$ cat src/shared/bcrc_pkg.sv
// Purpose: Constants and carrier types for the byte serial CRC16 unit.
// Assumes: AXI4-Lite register access, 32-bit data, one word per register.
// Notes: Registers hold eight bits in the low lane; upper bits read as zero.
// Notes on behaviour
// - Byte-wide read/write input register, reset zero; each write feeds one byte.
// - Each input write combines the held checksum and the byte, replacing the pair.
// - Whole eight-bit update finishes in one cycle; next access sees it.
// - Control bit 0 picks polynomial: 0 CCITT, 1 CRC-16; resets to 0.
// - CCITT selection uses feedback constant 1021h on a step whose top bit is one.
// - CRC-16 selection uses feedback constant 8005h on a step whose top bit is one.
// - Each update starts by XORing the byte into the checksum's upper eight bits.
// - Each bit step shifts the temporary value left one, zero into bit 0.
// - After the shift, XOR in feedback only when the bit shifted out was one.
// - Shift and conditional feedback repeat eight times per input byte.
// - Final result stored with upper byte high register, lower byte low register.
// - Checksum low and high registers are eight bits, read/write, reset zero.
// - Control bits 7 to 1 ignore writes and read as zero.
// - Only the two fixed polynomials exist; no programmable generator.
package bcrc_pkg;
    localparam int          BCRC_AW         = 4;
    localparam int          BCRC_DW         = 32;
    localparam logic [3:0]  BCRC_OFS_INPUT  = 4'h0;
    localparam logic [3:0]  BCRC_OFS_LOW    = 4'h4;
    localparam logic [3:0]  BCRC_OFS_HIGH   = 4'h8;
    localparam logic [3:0]  BCRC_OFS_CTRL   = 4'hc;
    localparam logic [7:0]  BCRC_BYTE_RST   = 8'h00;
    localparam logic        BCRC_SEL_RST    = 1'b0;
    localparam int          BCRC_SEL_BIT    = 0;
    localparam logic [15:0] BCRC_FB_CCITT   = 16'h1021;
    localparam logic [15:0] BCRC_FB_CRC16   = 16'h8005;
    localparam int          BCRC_STEPS      = 8;
    localparam logic [1:0]  BCRC_RESP_OKAY  = 2'b00;
    localparam logic [1:0]  BCRC_RESP_SLVERR = 2'b10;
    localparam int          BCRC_FIFO_DEPTH = 4;

    typedef struct packed {
        logic [7:0] data;
        logic       sel;
    } bcrc_item_t;

    typedef enum logic [0:0] {
        BCRC_WR_IDLE,
        BCRC_WR_RESP
    } bcrc_wr_state_t;
endpackage : bcrc_pkg

$ cat src/rtl/bcrc_fifo.sv
// Purpose: Small flip-flop FIFO with valid/ready on both sides.
// Assumes: Synchronous active-high reset; DEPTH is a power of two.
// Notes: Full and empty come from a count, so in_ready is honest.
`timescale 1ns/1ps
module bcrc_fifo #(
    parameter int WIDTH = 9,
    parameter int DEPTH = 4
) (
    input  wire logic             sys_clk_i,
    input  wire logic             srst_i,
    input  wire logic [WIDTH-1:0] in_data_i,
    input  wire logic             in_valid_i,
    output logic                  in_ready_o,
    output logic [WIDTH-1:0]      out_data_o,
    output logic                  out_valid_o,
    input  wire logic             out_ready_i
);
    localparam int PW = $clog2(DEPTH);

    typedef struct packed {
        logic [DEPTH-1:0][WIDTH-1:0] mem;
        logic [PW-1:0]               wp;
        logic [PW-1:0]               rp;
        logic [PW:0]                 cnt;
    } bcrc_fifo_st_t;

    bcrc_fifo_st_t st_r;
    bcrc_fifo_st_t st_nxt;
    logic          push;
    logic          pop;

    assign in_ready_o  = (st_r.cnt != DEPTH[PW:0]);
    assign out_valid_o = (st_r.cnt != '0);
    assign out_data_o  = st_r.mem[st_r.rp];
    assign push        = in_valid_i && in_ready_o;
    assign pop         = out_valid_o && out_ready_i;

    always_comb begin
        st_nxt = st_r;
        if (push) begin
            st_nxt.mem[st_r.wp] = in_data_i;
            st_nxt.wp           = st_r.wp + 1'b1;
        end
        if (pop) begin
            st_nxt.rp = st_r.rp + 1'b1;
        end
        st_nxt.cnt = st_r.cnt + {{PW{1'b0}}, push} - {{PW{1'b0}}, pop};
    end

    always_ff @(posedge sys_clk_i) begin
        if (srst_i) begin
            st_r <= '0;
        end else begin
            st_r <= st_nxt;
        end
    end
endmodule : bcrc_fifo

$ cat src/rtl/bcrc_unit.sv
// Purpose: Byte serial CRC16 unit with an AXI4-Lite register slave.
// Assumes: One clock, synchronous active-high reset, one access of each kind at a time.
// Notes: Input bytes pass through a FIFO; a write response waits for FIFO room.
//
// The AXI4-Lite interface to the registers and the address map were chosen for this implementation.
`timescale 1ns/1ps
module bcrc_unit #(
    parameter int FIFO_DEPTH = bcrc_pkg::BCRC_FIFO_DEPTH
) (
    input  wire logic                         sys_clk_i,
    input  wire logic                         srst_i,
    input  wire logic [bcrc_pkg::BCRC_AW-1:0] s_axi_awaddr_i,
    input  wire logic [2:0]                   s_axi_awprot_i,
    input  wire logic                         s_axi_awvalid_i,
    output logic                              s_axi_awready_o,
    input  wire logic [bcrc_pkg::BCRC_DW-1:0] s_axi_wdata_i,
    input  wire logic [3:0]                   s_axi_wstrb_i,
    input  wire logic                         s_axi_wvalid_i,
    output logic                              s_axi_wready_o,
    output logic [1:0]                        s_axi_bresp_o,
    output logic                              s_axi_bvalid_o,
    input  wire logic                         s_axi_bready_i,
    input  wire logic [bcrc_pkg::BCRC_AW-1:0] s_axi_araddr_i,
    input  wire logic [2:0]                   s_axi_arprot_i,
    input  wire logic                         s_axi_arvalid_i,
    output logic                              s_axi_arready_o,
    output logic [bcrc_pkg::BCRC_DW-1:0]      s_axi_rdata_o,
    output logic [1:0]                        s_axi_rresp_o,
    output logic                              s_axi_rvalid_o,
    input  wire logic                         s_axi_rready_i
);
    import bcrc_pkg::*;

    typedef struct packed {
        bcrc_wr_state_t      wst;
        logic                aw_got;
        logic                w_got;
        logic [BCRC_AW-1:0]  awaddr;
        logic [BCRC_DW-1:0]  wdata;
        logic [3:0]          wstrb;
        logic                awready;
        logic                wready;
        logic                bvalid;
        logic [1:0]          bresp;
        logic                arready;
        logic                rvalid;
        logic [BCRC_DW-1:0]  rdata;
        logic [1:0]          rresp;
        logic [7:0]          byte_in;
        logic [15:0]         sum;
        logic                sel;
    } bcrc_st_t;

    bcrc_st_t   st_r;
    bcrc_st_t   st_nxt;
    bcrc_item_t push_item;
    logic       push_valid;
    logic       push_ready;
    bcrc_item_t pop_item;
    logic       pop_valid;
    logic       pop_ready;

    // One full byte update: fold the byte into the top half, then eight bit steps.
    function automatic logic [15:0] bcrc_byte_update(input logic [15:0] sum,
                                                     input logic [7:0]  din,
                                                     input logic        sel);
        logic [15:0] t;
        logic [15:0] fb;
        logic        top;
        t  = sum ^ {din, 8'h00};
        fb = sel ? BCRC_FB_CRC16 : BCRC_FB_CCITT;
        for (int i = 0; i < BCRC_STEPS; i++) begin
            top = t[15];
            t   = {t[14:0], 1'b0};
            if (top) begin
                t = t ^ fb;
            end
        end
        return t;
    endfunction : bcrc_byte_update

    function automatic logic [7:0] bcrc_merge(input logic [7:0] old,
                                              input logic [7:0] nw,
                                              input logic       en);
        return en ? nw : old;
    endfunction : bcrc_merge

    // Each accepted byte carries the polynomial selection in force at its write.
    bcrc_fifo #(
        .WIDTH ($bits(bcrc_item_t)),
        .DEPTH (FIFO_DEPTH)
    ) i_bcrc_fifo (
        .sys_clk_i   (sys_clk_i),
        .srst_i      (srst_i),
        .in_data_i   (push_item),
        .in_valid_i  (push_valid),
        .in_ready_o  (push_ready),
        .out_data_o  (pop_item),
        .out_valid_o (pop_valid),
        .out_ready_i (pop_ready)
    );

    logic wr_fire;
    logic wr_input;
    logic wr_low;
    logic wr_high;
    logic wr_ctrl;
    logic wr_mapped;
    logic wr_stall;
    logic sum_write;

    always_comb begin
        wr_input  = 1'b0;
        wr_low    = 1'b0;
        wr_high   = 1'b0;
        wr_ctrl   = 1'b0;
        if (st_r.awaddr == BCRC_OFS_INPUT) begin
            wr_input = 1'b1;
        end else if (st_r.awaddr == BCRC_OFS_LOW) begin
            wr_low = 1'b1;
        end else if (st_r.awaddr == BCRC_OFS_HIGH) begin
            wr_high = 1'b1;
        end else if (st_r.awaddr == BCRC_OFS_CTRL) begin
            wr_ctrl = 1'b1;
        end
        wr_mapped = wr_input | wr_low | wr_high | wr_ctrl;
        // A byte write to the input waits for FIFO room; sum writes wait for a drain.
        wr_stall  = (wr_input && st_r.wstrb[0] && !push_ready)
                  || ((wr_low || wr_high) && pop_valid);
        wr_fire   = (st_r.wst == BCRC_WR_IDLE) && st_r.aw_got && st_r.w_got && !wr_stall;
        sum_write = wr_fire && (wr_low || wr_high);
    end

    assign push_valid     = wr_fire && wr_input && st_r.wstrb[0];
    assign push_item.data = st_r.wdata[7:0];
    assign push_item.sel  = st_r.sel;
    assign pop_ready      = !sum_write;

    always_comb begin
        st_nxt         = st_r;
        st_nxt.awready = 1'b0;
        st_nxt.wready  = 1'b0;
        st_nxt.arready = 1'b0;

        // Write address and data are taken independently, in either order.
        if (!st_r.aw_got && st_r.wst == BCRC_WR_IDLE && s_axi_awvalid_i && !st_r.awready) begin
            st_nxt.awready = 1'b1;
            st_nxt.aw_got  = 1'b1;
            st_nxt.awaddr  = {s_axi_awaddr_i[BCRC_AW-1:2], 2'b00};
        end
        if (!st_r.w_got && st_r.wst == BCRC_WR_IDLE && s_axi_wvalid_i && !st_r.wready) begin
            st_nxt.wready = 1'b1;
            st_nxt.w_got  = 1'b1;
            st_nxt.wdata  = s_axi_wdata_i;
            st_nxt.wstrb  = s_axi_wstrb_i;
        end

        // The running checksum takes the next queued byte in one cycle.
        if (pop_valid && pop_ready) begin
            st_nxt.sum = bcrc_byte_update(st_r.sum, pop_item.data, pop_item.sel);
        end

        case (st_r.wst)
            BCRC_WR_IDLE: begin
                if (wr_fire) begin
                    st_nxt.aw_got = 1'b0;
                    st_nxt.w_got  = 1'b0;
                    st_nxt.bvalid = 1'b1;
                    st_nxt.bresp  = wr_mapped ? BCRC_RESP_OKAY : BCRC_RESP_SLVERR;
                    st_nxt.wst    = BCRC_WR_RESP;
                    if (wr_input) begin
                        st_nxt.byte_in = bcrc_merge(st_r.byte_in, st_r.wdata[7:0],
                                                    st_r.wstrb[0]);
                    end
                    if (wr_low) begin
                        st_nxt.sum[7:0] = bcrc_merge(st_r.sum[7:0], st_r.wdata[7:0],
                                                     st_r.wstrb[0]);
                    end
                    if (wr_high) begin
                        st_nxt.sum[15:8] = bcrc_merge(st_r.sum[15:8], st_r.wdata[7:0],
                                                      st_r.wstrb[0]);
                    end
                    if (wr_ctrl && st_r.wstrb[0]) begin
                        st_nxt.sel = st_r.wdata[BCRC_SEL_BIT];
                    end
                end
            end
            BCRC_WR_RESP: begin
                if (s_axi_bready_i) begin
                    st_nxt.bvalid = 1'b0;
                    st_nxt.wst    = BCRC_WR_IDLE;
                end
            end
            default: begin
                st_nxt.wst = BCRC_WR_IDLE;
            end
        endcase

        // Reads are answered in the same cycle the address is taken: rvalid rises together with arready.
        if (st_r.rvalid) begin
            if (s_axi_rready_i) begin
                st_nxt.rvalid = 1'b0;
            end
        end else if (s_axi_arvalid_i && !st_r.arready) begin
            st_nxt.arready = 1'b1;
            st_nxt.rvalid  = 1'b1;
            st_nxt.rresp   = BCRC_RESP_OKAY;
            st_nxt.rdata   = '0;
            if ({s_axi_araddr_i[BCRC_AW-1:2], 2'b00} == BCRC_OFS_INPUT) begin
                st_nxt.rdata[7:0] = st_r.byte_in;
            end else if ({s_axi_araddr_i[BCRC_AW-1:2], 2'b00} == BCRC_OFS_LOW) begin
                st_nxt.rdata[7:0] = st_r.sum[7:0];
            end else if ({s_axi_araddr_i[BCRC_AW-1:2], 2'b00} == BCRC_OFS_HIGH) begin
                st_nxt.rdata[7:0] = st_r.sum[15:8];
            end else if ({s_axi_araddr_i[BCRC_AW-1:2], 2'b00} == BCRC_OFS_CTRL) begin
                st_nxt.rdata[BCRC_SEL_BIT] = st_r.sel;
            end else begin
                st_nxt.rresp = BCRC_RESP_SLVERR;
            end
        end
    end

    always_ff @(posedge sys_clk_i) begin
        if (srst_i) begin
            st_r         <= '0;
            st_r.wst     <= BCRC_WR_IDLE;
            st_r.byte_in <= BCRC_BYTE_RST;
            st_r.sum     <= {BCRC_BYTE_RST, BCRC_BYTE_RST};
            st_r.sel     <= BCRC_SEL_RST;
        end else begin
            st_r <= st_nxt;
        end
    end

    assign s_axi_awready_o = st_r.awready;
    assign s_axi_wready_o  = st_r.wready;
    assign s_axi_bresp_o   = st_r.bresp;
    assign s_axi_bvalid_o  = st_r.bvalid;
    assign s_axi_arready_o = st_r.arready;
    assign s_axi_rdata_o   = st_r.rdata;
    assign s_axi_rresp_o   = st_r.rresp;
    assign s_axi_rvalid_o  = st_r.rvalid;

    // Bit-serial form of the checksum, kept apart from the byte-wise logic above so
    // that the check AST_SUM_UPDATE below compares two different formulations of one polynomial.
    function automatic logic [15:0] bcrc_serial_ref(input logic [15:0] sum,
                                                    input logic [7:0]  din,
                                                    input logic        sel);
        logic [15:0] r;
        logic [15:0] fb;
        logic        fbit;
        r  = sum;
        fb = sel ? BCRC_FB_CRC16 : BCRC_FB_CCITT;
        for (int i = BCRC_STEPS - 1; i >= 0; i--) begin
            fbit = r[15] ^ din[i];
            r    = {r[14:0], 1'b0};
            if (fbit) begin
                r = r ^ fb;
            end
        end
        return r;
    endfunction : bcrc_serial_ref

    logic [15:0] chk_expect;
    assign chk_expect = bcrc_serial_ref(st_r.sum, pop_item.data, pop_item.sel);
endmodule : bcrc_unit

$ cat config.mk
export PLATFORM = sky130hd
export DESIGN_NAME = bcrc_unit
export DESIGN_NICKNAME = d
export VERILOG_FILES = /design/src/shared/bcrc_pkg.sv /design/src/rtl/bcrc_fifo.sv /design/src/rtl/bcrc_unit.sv
export SDC_FILE = /design/constraint.sdc
export NUM_CORES = 1
export LEC_CHECK = 0
export BUFFER_PORTS_ARGS = -buffer_cell sky130_fd_sc_hd__buf_2
export CAP_MARGIN = 10
export CORE_ASPECT_RATIO = 1.75
export CORE_MARGIN = 2
export CORE_UTILIZATION = 60
export DETAILED_ROUTE_END_ITERATION = 10
export PLACE_DENSITY = 0.83
export REMOVE_ABC_BUFFERS = 1
export SLEW_MARGIN = 20
export SYNTH_ARGS = -nofsm -noshare
export SYNTH_HDL_FRONTEND = slang
export SYNTH_SLANG_ARGS = --single-unit
export TNS_END_PERCENT = 10
$ cat constraint.sdc
create_clock -name sys_clk_i -period 8.3 [get_ports sys_clk_i]
set_clock_uncertainty 0.1 [all_clocks]
set_input_delay 0.415 -clock sys_clk_i [delete_from_list [all_inputs] [get_ports sys_clk_i]]
set_output_delay 0.415 -clock sys_clk_i [all_outputs]
set_load 0.02 [all_outputs]
Yosys cells after proc, flatten, opt, wreduce, memory -nomap -nowiden

Cells that the tools add are included.

Output and inout port bits: 41
Input bits: 57
Flip-flop bits (word level): 99
Word-level logic and storage cells: 158

Bitwise gates (word level): 14
Equality and inequality tests: 11
Magnitude comparators: 3
Reductions and logical operators: 39
Muxes and demuxes: 62
Add/subtract/negate cells: 4

Operators by type and width:

| kind                                                | number |
|---|---|
| two-way mux 16 bit                                  | 17 |
| XOR 16 bit                                          | 9 |
| two-way mux 8 bit                                   | 5 |
| bitwise mux 36 bit                                  | 1 |
| two-way mux 36 bit                                  | 1 |
| two-way mux 17 bit                                  | 2 |
| two-way mux 1 bit                                   | 21 |
| logical AND 1 bit                                   | 20 |
| binary-select mux 9 bit (select 2 bit)              | 1 |
| demux 9 bit (select 2 bit)                          | 1 |
| two-way mux 9 bit                                   | 2 |
| two-way mux 2 bit                                   | 6 |
| == test 2 bit (second input constant)               | 4 |
| logical NOT 1 bit                                   | 8 |
| != test 4 bit (second input constant)               | 2 |
| two-way mux 7 bit                                   | 1 |
| < comparator 2 x 3 -> 1 bit (second input constant) | 2 |
| two-way mux 3 bit                                   | 2 |
| AND reduction 2 bit                                 | 3 |
| adder 2 x 1 -> 2 bit (second input constant)        | 2 |
| == test 2 x 1 -> 1 bit (second input constant)      | 2 |
| logical NOT 4 bit                                   | 1 |
| != test 2 bit (second input constant)               | 2 |
| case mux 1 bit (2 select lines)                     | 2 |
| other kinds (12)                                    | 16 |

Logic depth before layout (Yosys ltp)

Gate-level depths: netlist of run 1.

Depth in word-level cells: 37
Depth in mapped cells: 11
Depth with buffers taken out: 9

Cells and area by module

From an unflattened synthesis of run 1, not the netlist that was laid out.

Cells, all modules: 581
Area total of the unflattened synthesis: 5393.9 sq um

By module, submodules not included:

| module    | area each (sq um) | seq. area each (sq um) | instances | cells each |
|---|---|---|---|---|
| bcrc_unit | 3333.2            | 1081.0                 | 1         | 399 |
| bcrc_fifo | 2060.7            | 860.8                  | 1         | 182 |

Least setup slack after synthesis of run 1

Ideal clock, no wire load.

Path kind: register to register
From: register i_bcrc_fifo.st_r[2] (netlist bit)
To: register i_bcrc_fifo.st_r[1] (netlist bit)
Period minus slack after synthesis: 2692 ps
Setup time: 128 ps
Arrival time: 2465 ps
Slack: 5608 ps
Path buffers: 2
Data required time: 8072 ps
Cell stages (with the launch flop): 10
Cell sequence: dfxtp_1 > nor3_4 > inv_1 > a221oi_2 > and3_1 > buf_2 > buf_2 > ha_1 > fa_1 > nor2b_1

RTL lines:

| element                  | RTL line        | text |
|---|---|---|
| start: declaration       | bcrc_fifo.sv:27 | `bcrc_fifo_st_t st_r;` |
| start signal: assignment | bcrc_fifo.sv:54 | `st_r <= st_nxt;` |

Worst setup path in the final report of run 1

From: register i_bcrc_fifo.st_r[2] (netlist bit)
To: register i_bcrc_fifo.st_r[7] (netlist bit)

Longest elaborated chain between the ends: 9
Elaborated cells on any way between the ends: 11
Classes of those cells: 1 x eq/ne; 10 x reduce/logical

Ends and longest elaborated chain:

| element                        | RTL line         | text |
|---|---|---|
| != test 3 bit                  | bcrc_fifo.sv:32  | `assign in_ready_o = (st_r.cnt != DEPTH[PW:0]);` |
| logical NOT 1 bit              | bcrc_unit.sv:128 | `wr_stall = (wr_input && st_r.wstrb[0] && !push_ready)` |
| logical AND 1 bit              | bcrc_unit.sv:128 |  |
| logical OR 1 bit               | bcrc_unit.sv:129 | `\|\| ((wr_low \|\| wr_high) && pop_valid);` |
| logical NOT 1 bit              | bcrc_unit.sv:130 | `wr_fire = (st_r.wst == BCRC_WR_IDLE) && st_r.aw_got && st_r.w_got && !wr_stall;` |
| logical AND 1 bit              | bcrc_unit.sv:130 |  |
| logical AND 1 bit (2 in a row) | bcrc_unit.sv:134 | `assign push_valid = wr_fire && wr_input && st_r.wstrb[0];` |
| logical AND 1 bit (*)          | bcrc_fifo.sv:35  | `assign push = in_valid_i && in_ready_o;` |

Every way passes the cells marked *; elsewhere a longest branch is shown, timed or not.
A chain may end at the register's enable or synchronous reset.

==> impl_metrics.toml, run 1 <==
[drt]
vias = 4139
dr.pass1.iters = 5
wirelength_um = 12000
ant_nets = 0
vias_per_cell = 5.97
drc = 0
wl_per_cell_um = 17.2
first_iter_violations = 335

[grt]
grt_max_degree = 91
grt_pass1_vias = 3946
grt.overflow.total = 0
gr-usage-all-layers = 0.264
antenna_found_initial = 0
grt_pass1_wl_um = 19000

[hold_path]
hold_path.class = "in -> reg"

[synthesis]
synth_mux_area_frac = 0.104
yosys_warnings = 0
synth_seq_area_share = 0.373
ys_ff_latch = 97
synth_flop_cell = "dfxtp_1"
synth_area_um2 = 5200
synth_cell_types = 58
synth-simple-area-share = 0.167
synth_compound_area_frac = 0.145
synthArstFlopShare = 0
syn_area_per_cell_um2 = 9.03
synth_adder_area_share = 0.0279
synthCells = 576
synth_top_family_by_area = "simple AND/OR/NAND/NOR gates"
synth_xor_area_frac = 0.0885
synth-edff-count = 0

[floorplanning]
start_util = 0.608
core_um2 = 8560
die_area_um2 = 9460
die_w_um = 74.4
die_h_um = 127
rows = 45
num_io_pins = 98

[setup_path]
cp_slowest_stage_delay_ns = 0.71
critPathMaxFanout = 48
r2r-start = "i_bcrc_fifo.st_r[2]$_SDFF_PP0_"
cp-startpoint = "i_bcrc_fifo.st_r[2]$_SDFF_PP0_"
rr_endpoint = "i_bcrc_fifo.st_r[7]$_SDFFE_PP0P_"
crit_top_cell = "nand2_1"
crit_arrival_ns = 3.76
end_kind = "register"
r2r_cells = 8
rrSetupSlack_ns = 4.62
cp_cell_sequence = "nor3_4 -> inv_1 -> a221oi_2 -> and3_2 -> buf_4 -> nand2_1 -> nand2_1 -> a21oi_1"
critPathKind = "reg -> reg"
crit_path_end = "i_bcrc_fifo.st_r[7]$_SDFFE_PP0P_"
required_ns = 8.38
startpoint_type = "register"
critPathSlowestCell = "a221oi_2"

[power]
power_leakage_nw = 2.06
p_total_mw = 1.59
p_sw_mw = 0.567
pwr-share-seq = 0.384
p_comb_frac = 0.364
p_clk_frac = 0.252
ir_drop_mv = 0.135
p_per_area_nw_per_um2 = 291
switching_share = 0.356
internal_power_mw = 1.03

[cells_and_area]
final_cell_count_no_fill = 693
diodes = 0
seq_area_um2 = 1940
layout.nets = 640
drive_above_1_share = 0.141
multi_input_area_um2 = 2880
fill_cells = 740
area_growth_syn_to_layout_pct = 5.27

[timing]
fin_crit_ns = 3.68
rsz0062_at_grt = "false"
finalHoldViolCount = 0
slew_headroom = 0.260
tightest_slew_ns = 1.11
finalSetupTns_ns = 0
finalCritPeriodShare = 0.443
timing.hold.ws_ns = 0.195
slew_viol_final = 0
setup_viol = 0
max_freq_mhz = 272

[placement]
dpl.hpwl_um = 8200
gp_congestion = 0.889
dp.cells = 678
io_buffers = 34

[clock_network]
hold_buffers = 0
htreeDepth = 3
numClockSinks = 97
path_clk_slew_ns = 0.06
post_cts_buffers = 0
cts-resized-gates = 0
cts_max_path_buffers = 2
numCtsBuffers = 9
clock_latency_ns = 0.35
tritoncts = "built"
cts_root_buf = "clkbuf_16"

[run_status]
status = "finished, final reports clean"

[run]
maxCapViolations = 0
[area by class of cell]
cell class,count,area share
clock buffer,12,0.0432
sequential,97,0.354
clock inverter,3,0.00777
timing repair buffer,36,0.0338
multi-input combinational,415,0.525
inverter,13,0.00891
tap,117,0.0267
[per-layer routing]
layer  track usage  part of all wire  up-vias
met1         0.284              0.37     1993
li1              -                 -     1936
met2         0.453              0.54      166
met4         0.170             0.048        0
met3        0.0505             0.048       44
met5             0                 0        -
[worst min-delay path by stage]
stage / cells past startpoint / slack [ns] / from / endpoint
finish: 3 / 0.20 / s_axi_awaddr_i[3] / st_r[105]$_SDFFE_PP0P_
global route: 3 / 0.20 / s_axi_awaddr_i[3] / st_r[105]$_SDFFE_PP0P_
CTS: 3 / 0.19 / s_axi_awaddr_i[2] / st_r[104]$_SDFFE_PP0P_
detailed placement: 2 / 0.34 / i_bcrc_fifo.st_r[24]$_SDFFE_PP0P_ / i_bcrc_fifo.st_r[24]$_SDFFE_PP0P_
global placement: 2 / 0.34 / i_bcrc_fifo.st_r[34]$_SDFFE_PP0P_ / i_bcrc_fifo.st_r[34]$_SDFFE_PP0P_
floorplan: 2 / 0.33 / i_bcrc_fifo.st_r[16]$_SDFFE_PP0P_ / i_bcrc_fifo.st_r[16]$_SDFFE_PP0P_
[cells in the mapped netlist (2+ instances only)]
| cell type | n | share of area |
|---|---|---|
| dfxtp_1 | 97 | 0.37 |
| nand2_1 | 67 | 0.048 |
| a21oi_1 | 65 | 0.063 |
| nor2_1 | 47 | 0.034 |
| nand3_1 | 40 | 0.038 |
| buf_4 | 37 | 0.053 |
| mux2i_1 | 28 | 0.054 |
| clkbuf_1 | 26 | 0.019 |
| a211oi_1 | 18 | 0.026 |
| inv_1 | 13 | 0.0094 |
| xor2_1 | 11 | 0.019 |
| ha_1 | 10 | 0.024 |
| nor2b_1 | 10 | 0.012 |
| xnor2_1 | 10 | 0.017 |
| buf_2 | 9 | 0.0087 |
| mux4_2 | 7 | 0.030 |
| and2_1 | 6 | 0.0072 |
| xnor2_2 | 6 | 0.019 |
| o221ai_1 | 5 | 0.0084 |
| o21ai_0 | 4 | 0.0038 |
| xnor2_4 | 4 | 0.021 |
| a32oi_1 | 3 | 0.0051 |
| buf_1 | 3 | 0.0022 |
| mux4_1 | 3 | 0.015 |
| nand2_2 | 3 | 0.0036 |
| o211ai_1 | 3 | 0.0043 |
| o21a_1 | 3 | 0.0043 |
| a31oi_1 | 2 | 0.0024 |
| mux2_2 | 2 | 0.0043 |
| nand2b_1 | 2 | 0.0024 |
| nor3b_1 | 2 | 0.0029 |
| nor4b_1 | 2 | 0.0034 |
| or3_1 | 2 | 0.0024 |
| xnor3_1 | 2 | 0.0087 |
[cell usage in the layout, fill, tap and decap left out, types with 2 or more instances in the layout]
| cell type | synthesis | layout |
|---|---|---|
| nor2_1 | 47 | 47 |
| dfxtp_1 | 97 | 97 |
| o221ai_1 | 5 | 5 |
| nand3_1 | 40 | 40 |
| o21ai_0 | 4 | 4 |
| clkbuf_16 | 0 | 9 |
| o211ai_1 | 3 | 3 |
| conb_1 | 1 | 26 |
| or3_1 | 2 | 2 |
| a21oi_1 | 65 | 65 |
| xnor2_2 | 6 | 6 |
| nand2_1 | 67 | 67 |
| mux2i_1 | 28 | 28 |
| a32oi_1 | 3 | 3 |
| buf_2 | 9 | 34 |
| clkbuf_1 | 26 | 3 |
| o21a_1 | 3 | 3 |
| nand2_2 | 3 | 3 |
| mux4_1 | 3 | 3 |
| nand2b_1 | 2 | 2 |
| nor2b_1 | 10 | 10 |
| a211oi_1 | 18 | 18 |
| ha_1 | 10 | 10 |
| inv_1 | 13 | 13 |
| a31oi_1 | 2 | 2 |
| buf_4 | 37 | 2 |
| mux4_2 | 7 | 7 |
| xnor2_1 | 10 | 10 |
| and2_1 | 6 | 6 |
| mux2_2 | 2 | 2 |
| xnor3_1 | 2 | 2 |
| xor2_1 | 11 | 11 |
| xnor2_4 | 4 | 4 |
[flip-flops by register name (all words and copies together), names as in the netlist, 8 cells and up]
| name | flops |
|---|---|
| i_bcrc_fifo.st_r | 43 |
| st_r | 30 |
| push_item | 9 |
| s_axi_rdata_o | 8 |
[critical path, delay by kind of cell (launching register included)]
kind	cells	cell delay [ns]
AND/OR/NAND/NOR	4	1.32
buffers and inverters	2	0.89
AO/OA/AOI/OAI	2	0.80
flip-flops	1	0.37
[power groups by stage]
stage,clock network [mW],registers (mW),logic (mW)
after floorplan,0,0.602,0.452
after CTS,0.407,0.610,0.572
after global routing,0.426,0.619,0.625
after detailed placement,0,0.621,0.565
final,0.401,0.612,0.580
after global placement,0,0.617,0.547
[through the flow]
stage	area, µm²	setup WS (ns)	utilization
floorplan	4850	4.57	-
global placement	5200	4.80	0.607
detailed placement	5200	4.72	0.607
CTS	5480	4.70	0.640
global route	5480	4.41	0.640
finish	5480	4.62	0.640
[cell families after synthesis]
group / count (synthesis)
AND/OR/NAND/NOR: 188
AO/OA/AOI/OAI: 116
flip-flops: 97
buffers and inverters: 89
multiplexers: 40
XOR/XNOR: 34
adder cells (fa/ha/maj): 11
other: 1
Power figures use the tool's default switching activity.
==> run 2: changes to the inputs <==
--- a/config.mk
+++ b/config.mk
@@ -9,9 +9,9 @@
 export CAP_MARGIN = 10
 export CORE_ASPECT_RATIO = 1.75
 export CORE_MARGIN = 2
-export CORE_UTILIZATION = 60
+export CORE_UTILIZATION = 50
 export DETAILED_ROUTE_END_ITERATION = 10
-export PLACE_DENSITY = 0.83
+export PLACE_DENSITY = 0.74
 export REMOVE_ABC_BUFFERS = 1
 export SLEW_MARGIN = 20
 export SYNTH_ARGS = -nofsm -noshare
==> constraint.sdc (replaced) <==
create_clock -name sys_clk_i -period 3.3 [get_ports sys_clk_i]
set_clock_uncertainty 0.1 [all_clocks]
set_input_delay 0.165 -clock sys_clk_i [delete_from_list [all_inputs] [get_ports sys_clk_i]]
set_output_delay 0.165 -clock sys_clk_i [all_outputs]
set_load 0.02 [all_outputs]
==> impl_metrics.toml, run 2 (synthesis results as in run 1) <==
[run_status]
status = "finished, final reports clean"

[cells_and_area]
largest_reg_flops = 43
final_cell_count_no_fill = 728
area_growth_syn_to_layout_pct = 9.50
mostFrequentLayoutCell = "dfxtp_1"
layout.nets = 664
final_cell_mix = "97 x dfxtp_1, 67 x nand2_1, 65 x a21oi_1"
drive_above_1_share = 0.160
top_register = "i_bcrc_fifo.st_r"
diodes = 0

[floorplanning]
die_area_um2 = 11300
start_util = 0.511
rows = 49
die_h_um = 139
num_io_pins = 98
core_um2 = 10200
die_w_um = 81.1

[placement]
dp.cells = 701
dpl.hpwl_um = 9020
gp_congestion = 0.883
io_buffers = 34

[drt]
first_iter_violations = 253
ant_nets = 0
wirelength_um = 12500
dr.pass1.iters = 4
vias_per_cell = 5.66
drc = 0
wl_per_cell_um = 17.2
vias = 4123

[power]
p_clk_frac = 0.240
p_comb_frac = 0.389
pwr-share-seq = 0.371
p_per_area_nw_per_um2 = 710
p_sw_mw = 1.47
switching_share = 0.364
internal_power_mw = 2.57
power_leakage_nw = 2.17
ir_drop_mv = 0.343

[grt]
antenna_found_initial = 0
gr-usage-all-layers = 0.230
grt.overflow.total = 0
grt_pass1_vias = 4001
grt_pass1_wl_um = 19700
grt_max_degree = 51

[timing]
finalCritPeriodShare = 0.876
slew_viol_final = 0
setup_viol = 0
fin_crit_ns = 2.89
tightest_slew_ns = 1.04
slew_headroom = 0.307
max_freq_mhz = 346
rsz0062_at_grt = "false"
finalHoldViolCount = 0
timing.hold.ws_ns = 0.0395

[setup_path]
cp_cell_sequence = "buf_4 -> mux4_2 -> xnor2_2 -> xnor3_1 -> xnor3_2 -> a2111oi_4 -> a211oi_2"
critPathKind = "reg -> reg"
required_ns = 3.43
critPathMaxFanout = 11
end_kind = "register"
critPathSlowestCell = "mux4_2"
cp_slowest_stage_delay_ns = 0.57
startpoint_type = "register"
crit_arrival_ns = 3.02

[clock_network]
numClockSinks = 97
numCtsBuffers = 9
cts-resized-gates = 0
path_clk_slew_ns = 0.07
cts_max_path_buffers = 2
clock_latency_ns = 0.35
cts_root_buf = "clkbuf_16"
tritoncts = "built"
htreeDepth = 3

[hold_path]
hold_path.class = "in -> reg"

[run]
maxCapViolations = 0
## run 2: changes by cell type in the layout (fill, tap and decap cells not counted), sizes merged
cell / change
buf: +13
clkinv: +3
bufinv: -1
inv: +1
clkbuf: -2
dlygate4sd3: +11
## run 2: final cells by class
cell class | count | area (µm²)
Sequential cell | 97 | 1940
Multi-Input combinational cell | 415 | 2870
Fill cell | 936 | 4480
Timing Repair Buffer | 60 | 405
Inverter | 13 | 48.8
Clock buffer | 10 | 229
Clock inverter | 6 | 43.8
Tap cell | 127 | 159
## run 2: stage by stage
step / worst slack, ns / TNS [ns] / area, µm² / power (mW) / utilization
4_1_cts: 0.403 / 0 / 5700 / 4.06 / 0.560
3_5_place_dp: 0.419 / 0 / 5320 / 3.06 / 0.522
5_1_grt: 0.308 / 0 / 5700 / 4.25 / 0.560
2_1_floorplan: -0.429 / -3.56 / 4850 / 2.65 / -
3_3_place_gp: 0.510 / 0 / 5320 / 3.01 / 0.522
6_report: 0.409 / 0 / 5700 / 4.05 / 0.560
## run 2: power by group through the flow
stage	clock, mW	sequential [mW]	combinational [mW]
after detailed placement	0	1.53	1.54
after global routing	1.03	1.52	1.70
after floorplan	0	1.51	1.14
after global placement	0	1.52	1.49
final	0.971	1.50	1.57
after CTS	0.989	1.50	1.57
## run 2: per-layer routing
layer | global-route usage | wire length, µm
met1 | 0.236 | 4460
met2 | 0.415 | 7080
met3 | 0.0404 | 568
met4 | 0.137 | 434
met5 | 0 | 0
## run 2: repair_timing
| action | 4_1_cts | 5_1_grt |
|---|---|---|
| hold buffers | 11 | 0 |
| buffers inserted | 0 | 0 |
| endpoints found under the hold margin | 11 | 0 |
## run 2: worst paths after layout
check	startpoint	end	slack (ns)	cells past startpoint
setup / recovery	i_bcrc_fifo.st_r[3]$_SDFFE_PP0P_	st_r[1]$_SDFFE_PP0P_	0.41	7
hold / removal	s_axi_rready_i	s_axi_rvalid_o$_SDFF_PP0_	0.04	4
setup reg to reg	i_bcrc_fifo.st_r[3]$_SDFFE_PP0P_	st_r[1]$_SDFFE_PP0P_	0.41	7
hold reg to reg	i_bcrc_fifo.st_r[20]$_SDFFE_PP0P_	i_bcrc_fifo.st_r[20]$_SDFFE_PP0P_	0.35	2
## run 2: critical path, delay by kind of cell, from the launching register on
kind                      cells  cell delay, ns
DFF                           1            0.32
xor gates and xnor gates      3            1.09
muxes                         1            0.57
buffers and inverters         1            0.24
AOI/OAI and AO/OA             2            0.44
